$ cat src/fse_pkg.sv
// package: register map, field positions and carriers for the flash status/error bank
package fse_pkg;

   localparam logic [3:0] FSE_ADDR_CONFIG     = 4'h4;
   localparam logic [3:0] FSE_ADDR_ERR_CONFIG = 4'h5;
   localparam logic [3:0] FSE_ADDR_STATUS     = 4'h6;
   localparam logic [3:0] FSE_ADDR_ERR_STATUS = 4'h7;

   // flash_config fields
   localparam int CFG_CMD_COMPLETE_IRQ_EN_BIT  = 7;
   localparam int CFG_IGNORE_SINGLE_FAULT_BIT = 4;
   localparam int CFG_WS_LSB    = 2;
   // error_irq_config fields
   localparam int ECFG_SFIE_BIT = 0;
   // command_status fields
   localparam int ST_CMD_COMPLETE_FLAG_BIT   = 7;
   localparam int ST_ACCESS_ERROR_FLAG_BIT = 5;
   localparam int ST_PROTECT_VIOLATION_FLAG_BIT = 4;
   localparam int ST_BUSY_BIT   = 3;
   // ecc_error_status fields
   localparam int ES_DOUBLE_FAULT_FLAG_BIT   = 1;
   localparam int ES_SINGLE_FAULT_FLAG_BIT  = 0;

   localparam logic [1:0] WS_MAX_CYCLES = 2'h0;
   localparam logic [1:0] WS_DISABLED   = 2'h3;
   localparam logic [7:0] FSE_ZERO_BYTE = 8'h00;
   localparam logic [1:0] FSE_ZERO_STAT = 2'h0;

   // maximum wait cycles needed at the core target
   localparam int WS_MAX_WAIT = 1;

   // register bus request
   typedef struct packed {
      logic [3:0] addr;
      logic [7:0] wdata;
      logic       wr;
      logic       rd;
   } fse_bus_req_t;

   // events from the command sequencer and the ecc read path
   typedef struct packed {
      logic       cmd_done;
      logic       seq_violation;
      logic       prot_violation;
      logic       result_set;
      logic [1:0] result_bits;
      logic       single_fault;
      logic       double_fault;
   } fse_event_t;

endpackage

$ cat src/fse_regs.sv
// flash status, error status and error-interrupt configuration register bank
`timescale 1ns/1ps
`default_nettype none

// ==========================================================
// one write-one-to-clear flag; a hardware set beats a clear in the same cycle
module fse_w1c_flag #(
   parameter logic RESET_VAL = 1'b0
) (
   input  wire logic ref_clk,
   input  wire logic sys_rst,
   input  wire logic set_i,
   input  wire logic clr_i,
   output var  logic flag_q
);

   // the set term stands outside the clear mask, so an event is never lost
   wire flag_d = set_i | (flag_q & ~clr_i);

   always_ff @(posedge ref_clk) begin
      if (sys_rst) begin
         flag_q <= RESET_VAL;
      end else begin
         flag_q <= flag_d;
      end
   end

endmodule // fse_w1c_flag

// ==========================================================
// one software-loaded configuration field
module fse_cfg_field #(
   parameter int         WIDTH     = 1,
   parameter logic [7:0] RESET_VAL = 8'h00
) (
   input  wire logic             ref_clk,
   input  wire logic             sys_rst,
   input  wire logic             load_i,
   input  wire logic [WIDTH-1:0] value_i,
   output var  logic [WIDTH-1:0] field_q
);

   if (WIDTH < 1 || WIDTH > 8) begin : g_bad_width
      $error("fse_cfg_field: WIDTH must be 1..8");
   end

   always_ff @(posedge ref_clk) begin
      if (sys_rst) begin
         field_q <= RESET_VAL[WIDTH-1:0];
      end else if (load_i) begin
         field_q <= value_i;
      end
   end

endmodule // fse_cfg_field

module fse_regs #(
   parameter int WAIT_MAX = fse_pkg::WS_MAX_WAIT
) (
   input  wire logic                 ref_clk,
   input  wire logic                 sys_rst,
   input  wire fse_pkg::fse_bus_req_t bus_req,
   output var  logic [7:0]           rd_data,
   input  wire fse_pkg::fse_event_t  evt,
   input  wire logic                 reset_seq_dfault,
   output var  logic                 cmd_launch,
   output var  logic                 seq_start_allow,
   output var  logic                 cmd_irq,
   output var  logic                 error_irq,
   output var  logic                 read_wait_en,
   output var  logic [1:0]           read_wait_cycles
);

   // read_wait_cycles is two bits wide, so larger counts cannot be shown
   if (WAIT_MAX < 1 || WAIT_MAX > 3) begin : g_bad_wait_max
      $error("fse_regs: WAIT_MAX must be 1..3");
   end

   // ==========================================================
   // registers
   logic [1:0] read_wait_select_q;
   logic       ignore_single_fault_q;
   logic       cmd_complete_irq_en_q;
   logic       single_fault_irq_en_q;
   logic       cmd_complete_flag_q;
   logic       access_error_flag_q;
   logic       protect_violation_flag_q;
   logic [1:0] cmd_result_status_q;
   logic       double_fault_flag_q;
   logic       single_fault_flag_q;
   logic       rst_seen_q;

   // ==========================================================
   // write decode
   wire wr_cfg   = bus_req.wr && (bus_req.addr == fse_pkg::FSE_ADDR_CONFIG);
   wire wr_ecfg  = bus_req.wr && (bus_req.addr == fse_pkg::FSE_ADDR_ERR_CONFIG);
   wire wr_stat  = bus_req.wr && (bus_req.addr == fse_pkg::FSE_ADDR_STATUS);
   wire wr_estat = bus_req.wr && (bus_req.addr == fse_pkg::FSE_ADDR_ERR_STATUS);

   wire clr_cmd_complete_flag  = wr_stat && bus_req.wdata[fse_pkg::ST_CMD_COMPLETE_FLAG_BIT];
   wire clr_acc   = wr_stat && bus_req.wdata[fse_pkg::ST_ACCESS_ERROR_FLAG_BIT];
   wire clr_fpv   = wr_stat && bus_req.wdata[fse_pkg::ST_PROTECT_VIOLATION_FLAG_BIT];
   wire clr_double_fault_flag  = wr_estat && bus_req.wdata[fse_pkg::ES_DOUBLE_FAULT_FLAG_BIT];
   wire clr_single_fault_flag = wr_estat && bus_req.wdata[fse_pkg::ES_SINGLE_FAULT_FLAG_BIT];

   // launch needs an idle controller and no pending error flag; error flags that are
   // cleared in the same write still block this launch, software must retry
   wire launch_ok = clr_cmd_complete_flag && cmd_complete_flag_q
                    && !access_error_flag_q && !protect_violation_flag_q;

   // hardware sets take priority over same-cycle clears
   wire acc_set  = evt.seq_violation;
   wire fpv_set  = evt.prot_violation;
   wire cmd_complete_flag_set = !cmd_complete_flag_q && (evt.cmd_done || acc_set || fpv_set);
   wire sf_set   = evt.single_fault && !ignore_single_fault_q;
   wire df_set   = evt.double_fault;

   wire ws_write_ok = wr_cfg && cmd_complete_flag_q;

   // ==========================================================
   // read decode
   wire [7:0] cfg_rd  = {cmd_complete_irq_en_q, 2'h0, ignore_single_fault_q,
                         read_wait_select_q, 2'h0};
   wire [7:0] ecfg_rd = {7'h00, single_fault_irq_en_q};
   wire [7:0] stat_rd = {cmd_complete_flag_q, 1'h0, access_error_flag_q,
                         protect_violation_flag_q, !cmd_complete_flag_q,
                         1'h0, cmd_result_status_q};
   wire [7:0] estat_rd = {6'h00, double_fault_flag_q, single_fault_flag_q};
   logic [7:0] rd_sel;
   always_comb begin
      if (bus_req.addr == fse_pkg::FSE_ADDR_CONFIG) begin
         rd_sel = cfg_rd;
      end else if (bus_req.addr == fse_pkg::FSE_ADDR_ERR_CONFIG) begin
         rd_sel = ecfg_rd;
      end else if (bus_req.addr == fse_pkg::FSE_ADDR_STATUS) begin
         rd_sel = stat_rd;
      end else if (bus_req.addr == fse_pkg::FSE_ADDR_ERR_STATUS) begin
         rd_sel = estat_rd;
      end else begin
         rd_sel = fse_pkg::FSE_ZERO_BYTE;
      end
   end

   // wait decode: only 11 disables, reserved codes behave as 00
   wire       ws_en_d  = (read_wait_select_q != fse_pkg::WS_DISABLED);
   wire [1:0] ws_cyc_d = ws_en_d ? 2'(WAIT_MAX) : 2'h0;

   // ==========================================================
   // next values
   // the read path is registered, so rd_data stands only in the cycle after the strobe
   wire [7:0] rd_data_d   = bus_req.rd ? rd_sel : fse_pkg::FSE_ZERO_BYTE;
   wire       cmd_irq_d   = cmd_complete_irq_en_q & cmd_complete_flag_q;
   wire       error_irq_d = single_fault_irq_en_q & single_fault_flag_q;
   wire       allow_d     = !protect_violation_flag_q;
   wire       dfault_set  = df_set | (!rst_seen_q & reset_seq_dfault);
   wire [1:0] ws_field_d  = bus_req.wdata[fse_pkg::CFG_WS_LSB +: 2];

   // completion flag: a finishing command wins over a launch attempt
   logic cmd_complete_flag_d;
   always_comb begin
      cmd_complete_flag_d = cmd_complete_flag_q;
      if (cmd_complete_flag_set) begin
         cmd_complete_flag_d = 1'b1;
      end else if (launch_ok) begin
         cmd_complete_flag_d = 1'b0;
      end
   end

   // result bits: reset-sequence fault first, then sequencer errors, then launch clear
   logic [1:0] result_d;
   always_comb begin
      result_d = cmd_result_status_q;
      if (!rst_seen_q && reset_seq_dfault) begin
         result_d = ~fse_pkg::FSE_ZERO_STAT;
      end else if (evt.result_set) begin
         result_d = cmd_result_status_q | evt.result_bits;
      end else if (launch_ok) begin
         result_d = fse_pkg::FSE_ZERO_STAT;
      end
   end

   // ==========================================================
   // configuration registers
   fse_cfg_field #(
      .WIDTH     (2),
      .RESET_VAL ({6'h00, fse_pkg::WS_MAX_CYCLES})
   ) u_read_wait_select (
      .ref_clk (ref_clk),
      .sys_rst (sys_rst),
      .load_i  (ws_write_ok),
      .value_i (ws_field_d),
      .field_q (read_wait_select_q)
   );

   fse_cfg_field u_ignore_single_fault (
      .ref_clk (ref_clk),
      .sys_rst (sys_rst),
      .load_i  (wr_cfg),
      .value_i (bus_req.wdata[fse_pkg::CFG_IGNORE_SINGLE_FAULT_BIT]),
      .field_q (ignore_single_fault_q)
   );

   fse_cfg_field u_cmd_complete_irq_en (
      .ref_clk (ref_clk),
      .sys_rst (sys_rst),
      .load_i  (wr_cfg),
      .value_i (bus_req.wdata[fse_pkg::CFG_CMD_COMPLETE_IRQ_EN_BIT]),
      .field_q (cmd_complete_irq_en_q)
   );

   fse_cfg_field u_single_fault_irq_en (
      .ref_clk (ref_clk),
      .sys_rst (sys_rst),
      .load_i  (wr_ecfg),
      .value_i (bus_req.wdata[fse_pkg::ECFG_SFIE_BIT]),
      .field_q (single_fault_irq_en_q)
   );

   // ==========================================================
   // status flags
   always_ff @(posedge ref_clk) begin
      if (sys_rst) begin
         cmd_complete_flag_q <= 1'b1;
      end else begin
         cmd_complete_flag_q <= cmd_complete_flag_d;
      end
   end

   // marks the first cycle after reset, when the reset-sequence fault is taken
   always_ff @(posedge ref_clk) begin
      if (sys_rst) begin
         rst_seen_q <= 1'b0;
      end else begin
         rst_seen_q <= 1'b1;
      end
   end

   always_ff @(posedge ref_clk) begin
      if (sys_rst) begin
         cmd_result_status_q <= fse_pkg::FSE_ZERO_STAT;
      end else begin
         cmd_result_status_q <= result_d;
      end
   end

   fse_w1c_flag u_access_error (
      .ref_clk (ref_clk),
      .sys_rst (sys_rst),
      .set_i   (acc_set),
      .clr_i   (clr_acc),
      .flag_q  (access_error_flag_q)
   );

   fse_w1c_flag u_protect_violation (
      .ref_clk (ref_clk),
      .sys_rst (sys_rst),
      .set_i   (fpv_set),
      .clr_i   (clr_fpv),
      .flag_q  (protect_violation_flag_q)
   );

   // ==========================================================
   // ecc fault flags
   // a new fault is only reliable once software has cleared the old one
   fse_w1c_flag u_double_fault (
      .ref_clk (ref_clk),
      .sys_rst (sys_rst),
      .set_i   (dfault_set),
      .clr_i   (clr_double_fault_flag),
      .flag_q  (double_fault_flag_q)
   );

   fse_w1c_flag u_single_fault (
      .ref_clk (ref_clk),
      .sys_rst (sys_rst),
      .set_i   (sf_set),
      .clr_i   (clr_single_fault_flag),
      .flag_q  (single_fault_flag_q)
   );

   // ==========================================================
   // outputs, all registered
   always_ff @(posedge ref_clk) begin
      if (sys_rst) begin
         rd_data <= fse_pkg::FSE_ZERO_BYTE;
      end else begin
         rd_data <= rd_data_d;
      end
   end

   always_ff @(posedge ref_clk) begin
      if (sys_rst) begin
         cmd_launch <= 1'b0;
      end else begin
         cmd_launch <= launch_ok;
      end
   end

   always_ff @(posedge ref_clk) begin
      if (sys_rst) begin
         seq_start_allow <= 1'b0;
      end else begin
         seq_start_allow <= allow_d;
      end
   end

   always_ff @(posedge ref_clk) begin
      if (sys_rst) begin
         cmd_irq <= 1'b0;
      end else begin
         cmd_irq <= cmd_irq_d;
      end
   end

   always_ff @(posedge ref_clk) begin
      if (sys_rst) begin
         error_irq <= 1'b0;
      end else begin
         error_irq <= error_irq_d;
      end
   end

   always_ff @(posedge ref_clk) begin
      if (sys_rst) begin
         read_wait_en <= 1'b1;
      end else begin
         read_wait_en <= ws_en_d;
      end
   end

   always_ff @(posedge ref_clk) begin
      if (sys_rst) begin
         read_wait_cycles <= 2'(WAIT_MAX);
      end else begin
         read_wait_cycles <= ws_cyc_d;
      end
   end

endmodule // fse_regs
`default_nettype wire

$ cat config.mk
export PLATFORM = sky130hd
export DESIGN_NAME = fse_regs
export DESIGN_NICKNAME = d
export VERILOG_FILES = /design/src/fse_pkg.sv /design/src/fse_regs.sv
export SDC_FILE = /design/constraint.sdc
export NUM_CORES = 1
export LEC_CHECK = 0
export BUFFER_PORTS_ARGS = -buffer_cell sky130_fd_sc_hd__buf_2
export CAP_MARGIN = 20
export CORE_MARGIN = 4
export CORE_UTILIZATION = 50
export DETAILED_ROUTE_END_ITERATION = 8
export GPL_ROUTABILITY_DRIVEN = 0
export GPL_TIMING_DRIVEN = 0
export PLACE_DENSITY = 0.85
export SLEW_MARGIN = 10
export SYNTH_ARGS = -nofsm -noshare
export SYNTH_HDL_FRONTEND = slang
export SYNTH_SLANG_ARGS = --single-unit
$ cat constraint.sdc
create_clock -name ref_clk -period 1.8 [get_ports ref_clk]
set_clock_uncertainty 0.1 [all_clocks]
set_input_delay 0.09 -clock ref_clk [delete_from_list [all_inputs] [get_ports ref_clk]]
set_output_delay 0.09 -clock ref_clk [all_outputs]
set_load 0.05 [all_outputs]
Word-level counts from Yosys, hierarchy flattened:

Index checks and enable logic that the tools add are counted.

* register bits: 28
* bits of input ports: 25
* word-level logic and storage cells: 82

* equality and inequality tests: 5
* multiplexer cells: 9
* bitwise logic cells: 18
* reduce and logical (&&, ||, !) cells: 29

Operators by type and width (count)
* 2-to-1 mux 8 bit: 3
* == test 4 x 3 -> 1 bit, second input constant: 4
* logical AND 1 bit: 16
* 2-to-1 mux 2 bit: 4
* AND 1 bit: 7
* logical NOT 1 bit: 5
* NOT 1 bit: 5
* OR 1 bit: 5
* OR reduction 5 bit: 1
* OR reduction 2 bit: 2
* OR reduction 4 bit: 1
* nonzero test 3 bit: 1
* OR reduction 3 bit: 1
* logical OR 1 bit: 2
* 2-to-1 mux 1 bit: 2
* inequality test 2 bit, second input constant: 1
* OR 2 bit: 1

Longest topological paths before layout:

* depth after elaboration: 9
* depth in mapped cells: 5
* depth with buffers taken out: 3

Cells and area by module:

A second synthesis with hierarchy kept.

* cells, all modules: 98
* area, all modules: 992.2 sq um

By module, submodules not included
* fse_regs: times used 1, cells an instance 67, area an instance 668.1 sq um
* fse_w1c_flag: times used 4, cells an instance 4, area an instance 38.8 sq um
* fse_cfg_field (u_cmd_complete_irq_en ...): times used 3, cells an instance 3, area an instance 33.8 sq um
* fse_cfg_field (u_read_wait_select): times used 1, cells an instance 6, area an instance 67.6 sq um

Worst setup path before layout:

Ideal clock, no wire load.

* path kind: register to register
* start point: register cmd_complete_flag_q
* end point: register u_read_wait_select.field_q[0]
* library setup time: 0.072 ns
* arrival time: 0.916 ns
* data required time: 1.628 ns
* path slack: 0.712 ns
* cell stages (with the launch flop): 4
* cell sequence: dfxtp_1 > inv_2 > nor4_4 > mux2i_1

* word-level cells in the longest chain between the ends: 1

RTL lines
* start, declared: RTL line fse_regs.sv:85 `logic cmd_complete_flag_q;`
* start signal, assigned: RTL line fse_regs.sv:225 `cmd_complete_flag_q <= cmd_complete_flag_d;`
* logical AND 1 bit: RTL line fse_regs.sv:118 `wire ws_write_ok = wr_cfg && cmd_complete_flag_q;`
* end signal, assigned: RTL line fse_regs.sv:49 `field_q <= RESET_VAL[WIDTH-1:0];`
* end signal, assigned: RTL line fse_regs.sv:51 `field_q <= value_i;`
* end, declared: RTL line fse_regs.sv:40 `output var logic [WIDTH-1:0] field_q`

Every way passes these cells.
A chain may end at the register's enable or synchronous reset.

Worst setup path after layout:

* start point: input bus_req[11] in the netlist's numbering
* end point: register u_access_error.flag_q

* word-level cells in the longest chain between the ends: 6

RTL lines
* start, declared: RTL line fse_regs.sv:62 `input wire fse_pkg::fse_bus_req_t bus_req,`
* == test 4 x 3 -> 1 bit: RTL line fse_regs.sv:97 `wire wr_stat = bus_req.wr && (bus_req.addr == fse_pkg::FSE_ADDR_STATUS);`
* logical AND 1 bit: RTL line fse_regs.sv:97
* logical AND 1 bit: RTL line fse_regs.sv:101 `wire clr_acc = wr_stat && bus_req.wdata[fse_pkg::ST_ACCESS_ERROR_FLAG_BIT];`
* NOT 1 bit: RTL line fse_regs.sv:18 `wire flag_d = set_i | (flag_q & ~clr_i);`
* AND 1 bit: RTL line fse_regs.sv:18
* OR 1 bit: RTL line fse_regs.sv:18
* end signal, assigned: RTL line fse_regs.sv:24 `flag_q <= flag_d;`
* end, declared: RTL line fse_regs.sv:14 `output var logic flag_q`

Every way passes these cells.

==> flow_metrics.py <==
metrics = {
    "run_status": {
        "status": "complete, no violations",
    },
    "global_routing": {
        "grt_first_pass_wirelength_microns": 3820,
        "grt_pass1_vias": 902,
        "antenna_found_initial": 0,
        "grt_overflow_total": 0,
        "grtUsageTotal": 0.183,
        "grt_start_max_net_pins": 14,
    },
    "logic_synthesis": {
        "synth_seq_cells": 25,
        "synth_area_leaders": "dfxtp_1 48%, mux2i_1 7.6%, buf_4 4.3%, nand2_1 3.9%, nor2_1 2.9%",
        "syn_inst": 103,
        "synth_most_common_cell": "dfxtp_1",
        "yosysTopAreaCell": "dfxtp_1",
        "synth_common_cells": "25 x dfxtp_1, 11 x nand2_1, 8 x mux2i_1, 8 x nor2_1, 6 x buf_4",
        "async_flop_share": 0,
        "avgSynthCellArea_sq_um": 10.2,
        "syn_area_sq_um": 1050,
        "synth_edf_count": 0,
        "ys.flop_type": "dfxtp_1",
        "synth_warnings": 0,
        "synth_seq_area_share": 0.475,
        "ys_types": 33,
        "synth_top_area_frac": 0.475,
    },
    "critical_path": {
        "crit_buf_inv": 3,
        "worst_ep_arrival_time_ns": 1.72,
        "start_kind": "input port",
        "worst_path_largest_cell_delay_ns": 0.56,
        "end_kind": "register",
        "cp_max_fo": 4,
        "crit_family": "buffers and inverters",
        "crit_required_ns": 1.91,
        "cp_cell_sequence": "dlygate4sd3_1 -> buf_2 -> nand2b_2 -> nor2_2 -> a311oi_1 -> dlygate4sd3_1",
        "slowest_stage": "dlygate4sd3_1",
        "crit_top_cell": "dlygate4sd3_1",
        "path_class": "in -> reg",
    },
    "timing": {
        "hold_viol": 0,
        "drv_slew": 0,
        "setup_viol": 0,
        "min_period_ns": 1.62,
        "fmax_mhz": 619,
        "hold_slack_ns": 0.0468,
        "timing.final.ws_setup_ns": 0.184,
        "setup_tns_ns": 0,
        "rsz0062_at_grt": "no",
        "min_period_over_period": 0.898,
    },
    "clock_network": {
        "cts.sinks": 25,
        "insertion_delay_ns": 0.30,
        "cts_buffers": 3,
        "root_buffer": "clkbuf_4",
        "h-tree-depth": 1,
        "clockBufferDepth": 2,
        "clk_pin_slew_ns": 0.13,
        "cts_tree": "yes",
    },
    "layout": {
        "finalInstanceArea_sq_um": 1440,
        "area_growth_pct": 36.5,
        "fin_cells": 184,
        "utilization": 0.725,
        "fin_nets": 183,
        "drive_gt1_frac": 0.363,
        "antenna_cells": 0,
    },
    "placement": {
        "portBuffers": 34,
        "dp_slack_ns": 0.546,
        "placedCellCount": 165,
        "place_area_sq_um": 1260,
        "hpwlAfterDp_microns": 1860,
    },
    "power_and_ir_drop": {
        "power_frac_comb": 0.163,
        "clkPwrFrac": 0.245,
        "ir_drop_uv": 505,
        "p_switching_uw": 244,
        "power_leakage_nw": 0.668,
        "p_seq_frac": 0.592,
        "intPower_uw": 734,
        "power.total_uw": 978,
        "power_density_nw_per_um2": 680,
        "sw_frac_of_total": 0.250,
    },
    "floorplan": {
        "die_area_sq_um": 2910,
        "io_pins": 40,
        "initial_core_util": 0.532,
        "core-area_sq_um": 1980,
        "die_w_microns": 53.9,
        "fp.dieH_microns": 53.9,
        "num_rows": 16,
    },
    "route": {
        "drt_iter0_drc": 19,
        "vias": 939,
        "antenna_left": 0,
        "wl_microns": 2490,
        "first_pass_iters": 4,
        "drc": 0,
        "viasPerCell": 5.10,
        "wl_per_cell_microns": 13.5,
    },
    "flow_run": {
        "cap_viol_max_count": 0,
    },
    "min_path": {
        "min_path_type": "in -> reg",
    },
}
per-layer routing:
metal	wire length, microns	track usage	part of all wire	vias up
li1	-	-	-	457
met1	968	0.202	0.39	438
met2	1300	0.325	0.52	36
met3	147	0.0249	0.059	8
met4	66	0.119	0.027	0
met5	0	0	0	-
what timing repair did:
action | in CTS | in global routing
buffers inserted | 0 | 0
hold buffers | 15 | 0
endpoints found under the setup margin | 0 | 0
gates resized for setup | 0 | 0
hold endpoints to repair | 14 | 0
registers in the layout (all words and copies together) (netlist names):
register	count
rst_seen_q	1
u_access_error.flag_q	1
u_single_fault.flag_q	1
cmd_result_status_q	2
error_irq	1
seq_start_allow	1
u_protect_violation.flag_q	1
u_cmd_complete_irq_en.field_q	1
cmd_complete_flag_q	1
cmd_irq	1
cmd_launch	1
u_ignore_single_fault.field_q	1
u_double_fault.flag_q	1
u_read_wait_select.field_q	2
read_wait_en	1
rd_data	7
u_single_fault_irq_en.field_q	1
cell type report:
class | count | area (sq um)
fill | 153 | 544
sequential | 25 | 500
multi-input combinational | 66 | 478
timing repair buffer | 49 | 320
buffer | 7 | 56.3
tap | 27 | 33.8
clock buffer | 4 | 26.3
inverter | 6 | 22.5
cell families (layout without fill, tap and decap cells):
logic type | Yosys count | in the layout | synth area share
buffers and inverters | 13 | 66 | 0.0748
AND/OR/NAND/NOR | 42 | 42 | 0.271
flip-flops | 25 | 25 | 0.475
multiplexers | 10 | 10 | 0.0974
AO/OA/AOI/OAI | 12 | 12 | 0.0784
other | 1 | 2 | 0.00356
worst paths after layout:
check / cells past startpoint / startpoint / slack (ns) / endpoint
min reg2reg: 1 / u_read_wait_select.field_q[1] / 0.33 / read_wait_en
max reg2reg: 3 / cmd_complete_flag_q / 0.32 / cmd_complete_flag_q
min: 3 / bus_req[10] / 0.05 / u_read_wait_select.field_q[1]
max: 6 / bus_req[11] / 0.18 / u_access_error.flag_q
layout by cell type (no fill, tap or decap), types with 3 or more instances in the layout:
cell type / Yosys / layout
clkbuf_4: 0 / 3
inv_1: 5 / 5
dfxtp_1: 25 / 25
buf_2: 0 / 34
and3_1: 3 / 3
buf_4: 6 / 6
nand2_1: 11 / 11
dlygate4sd3_1: 0 / 15
mux2i_1: 8 / 8
a21oi_1: 4 / 4
nor2_1: 8 / 8
power by group through the flow:
stage          Combinational (mW)  Sequential, mW  Clock [mW]
3_3_place_gp                0.125           0.590           0
4_1_cts                     0.157           0.579       0.245
6_report                    0.160           0.579       0.239
5_1_grt                     0.172           0.580       0.258
3_5_place_dp                0.131           0.591           0
2_1_floorplan              0.0776           0.597           0
tightest hold or removal path, delay by kind of cell:
kind,cells,cell delay (ns)
buffers and inverters,1,0.14
muxes,1,0.11
and+or+nand+nor,1,0.07
No activity file was read; power rests on OpenSTA's default activity.
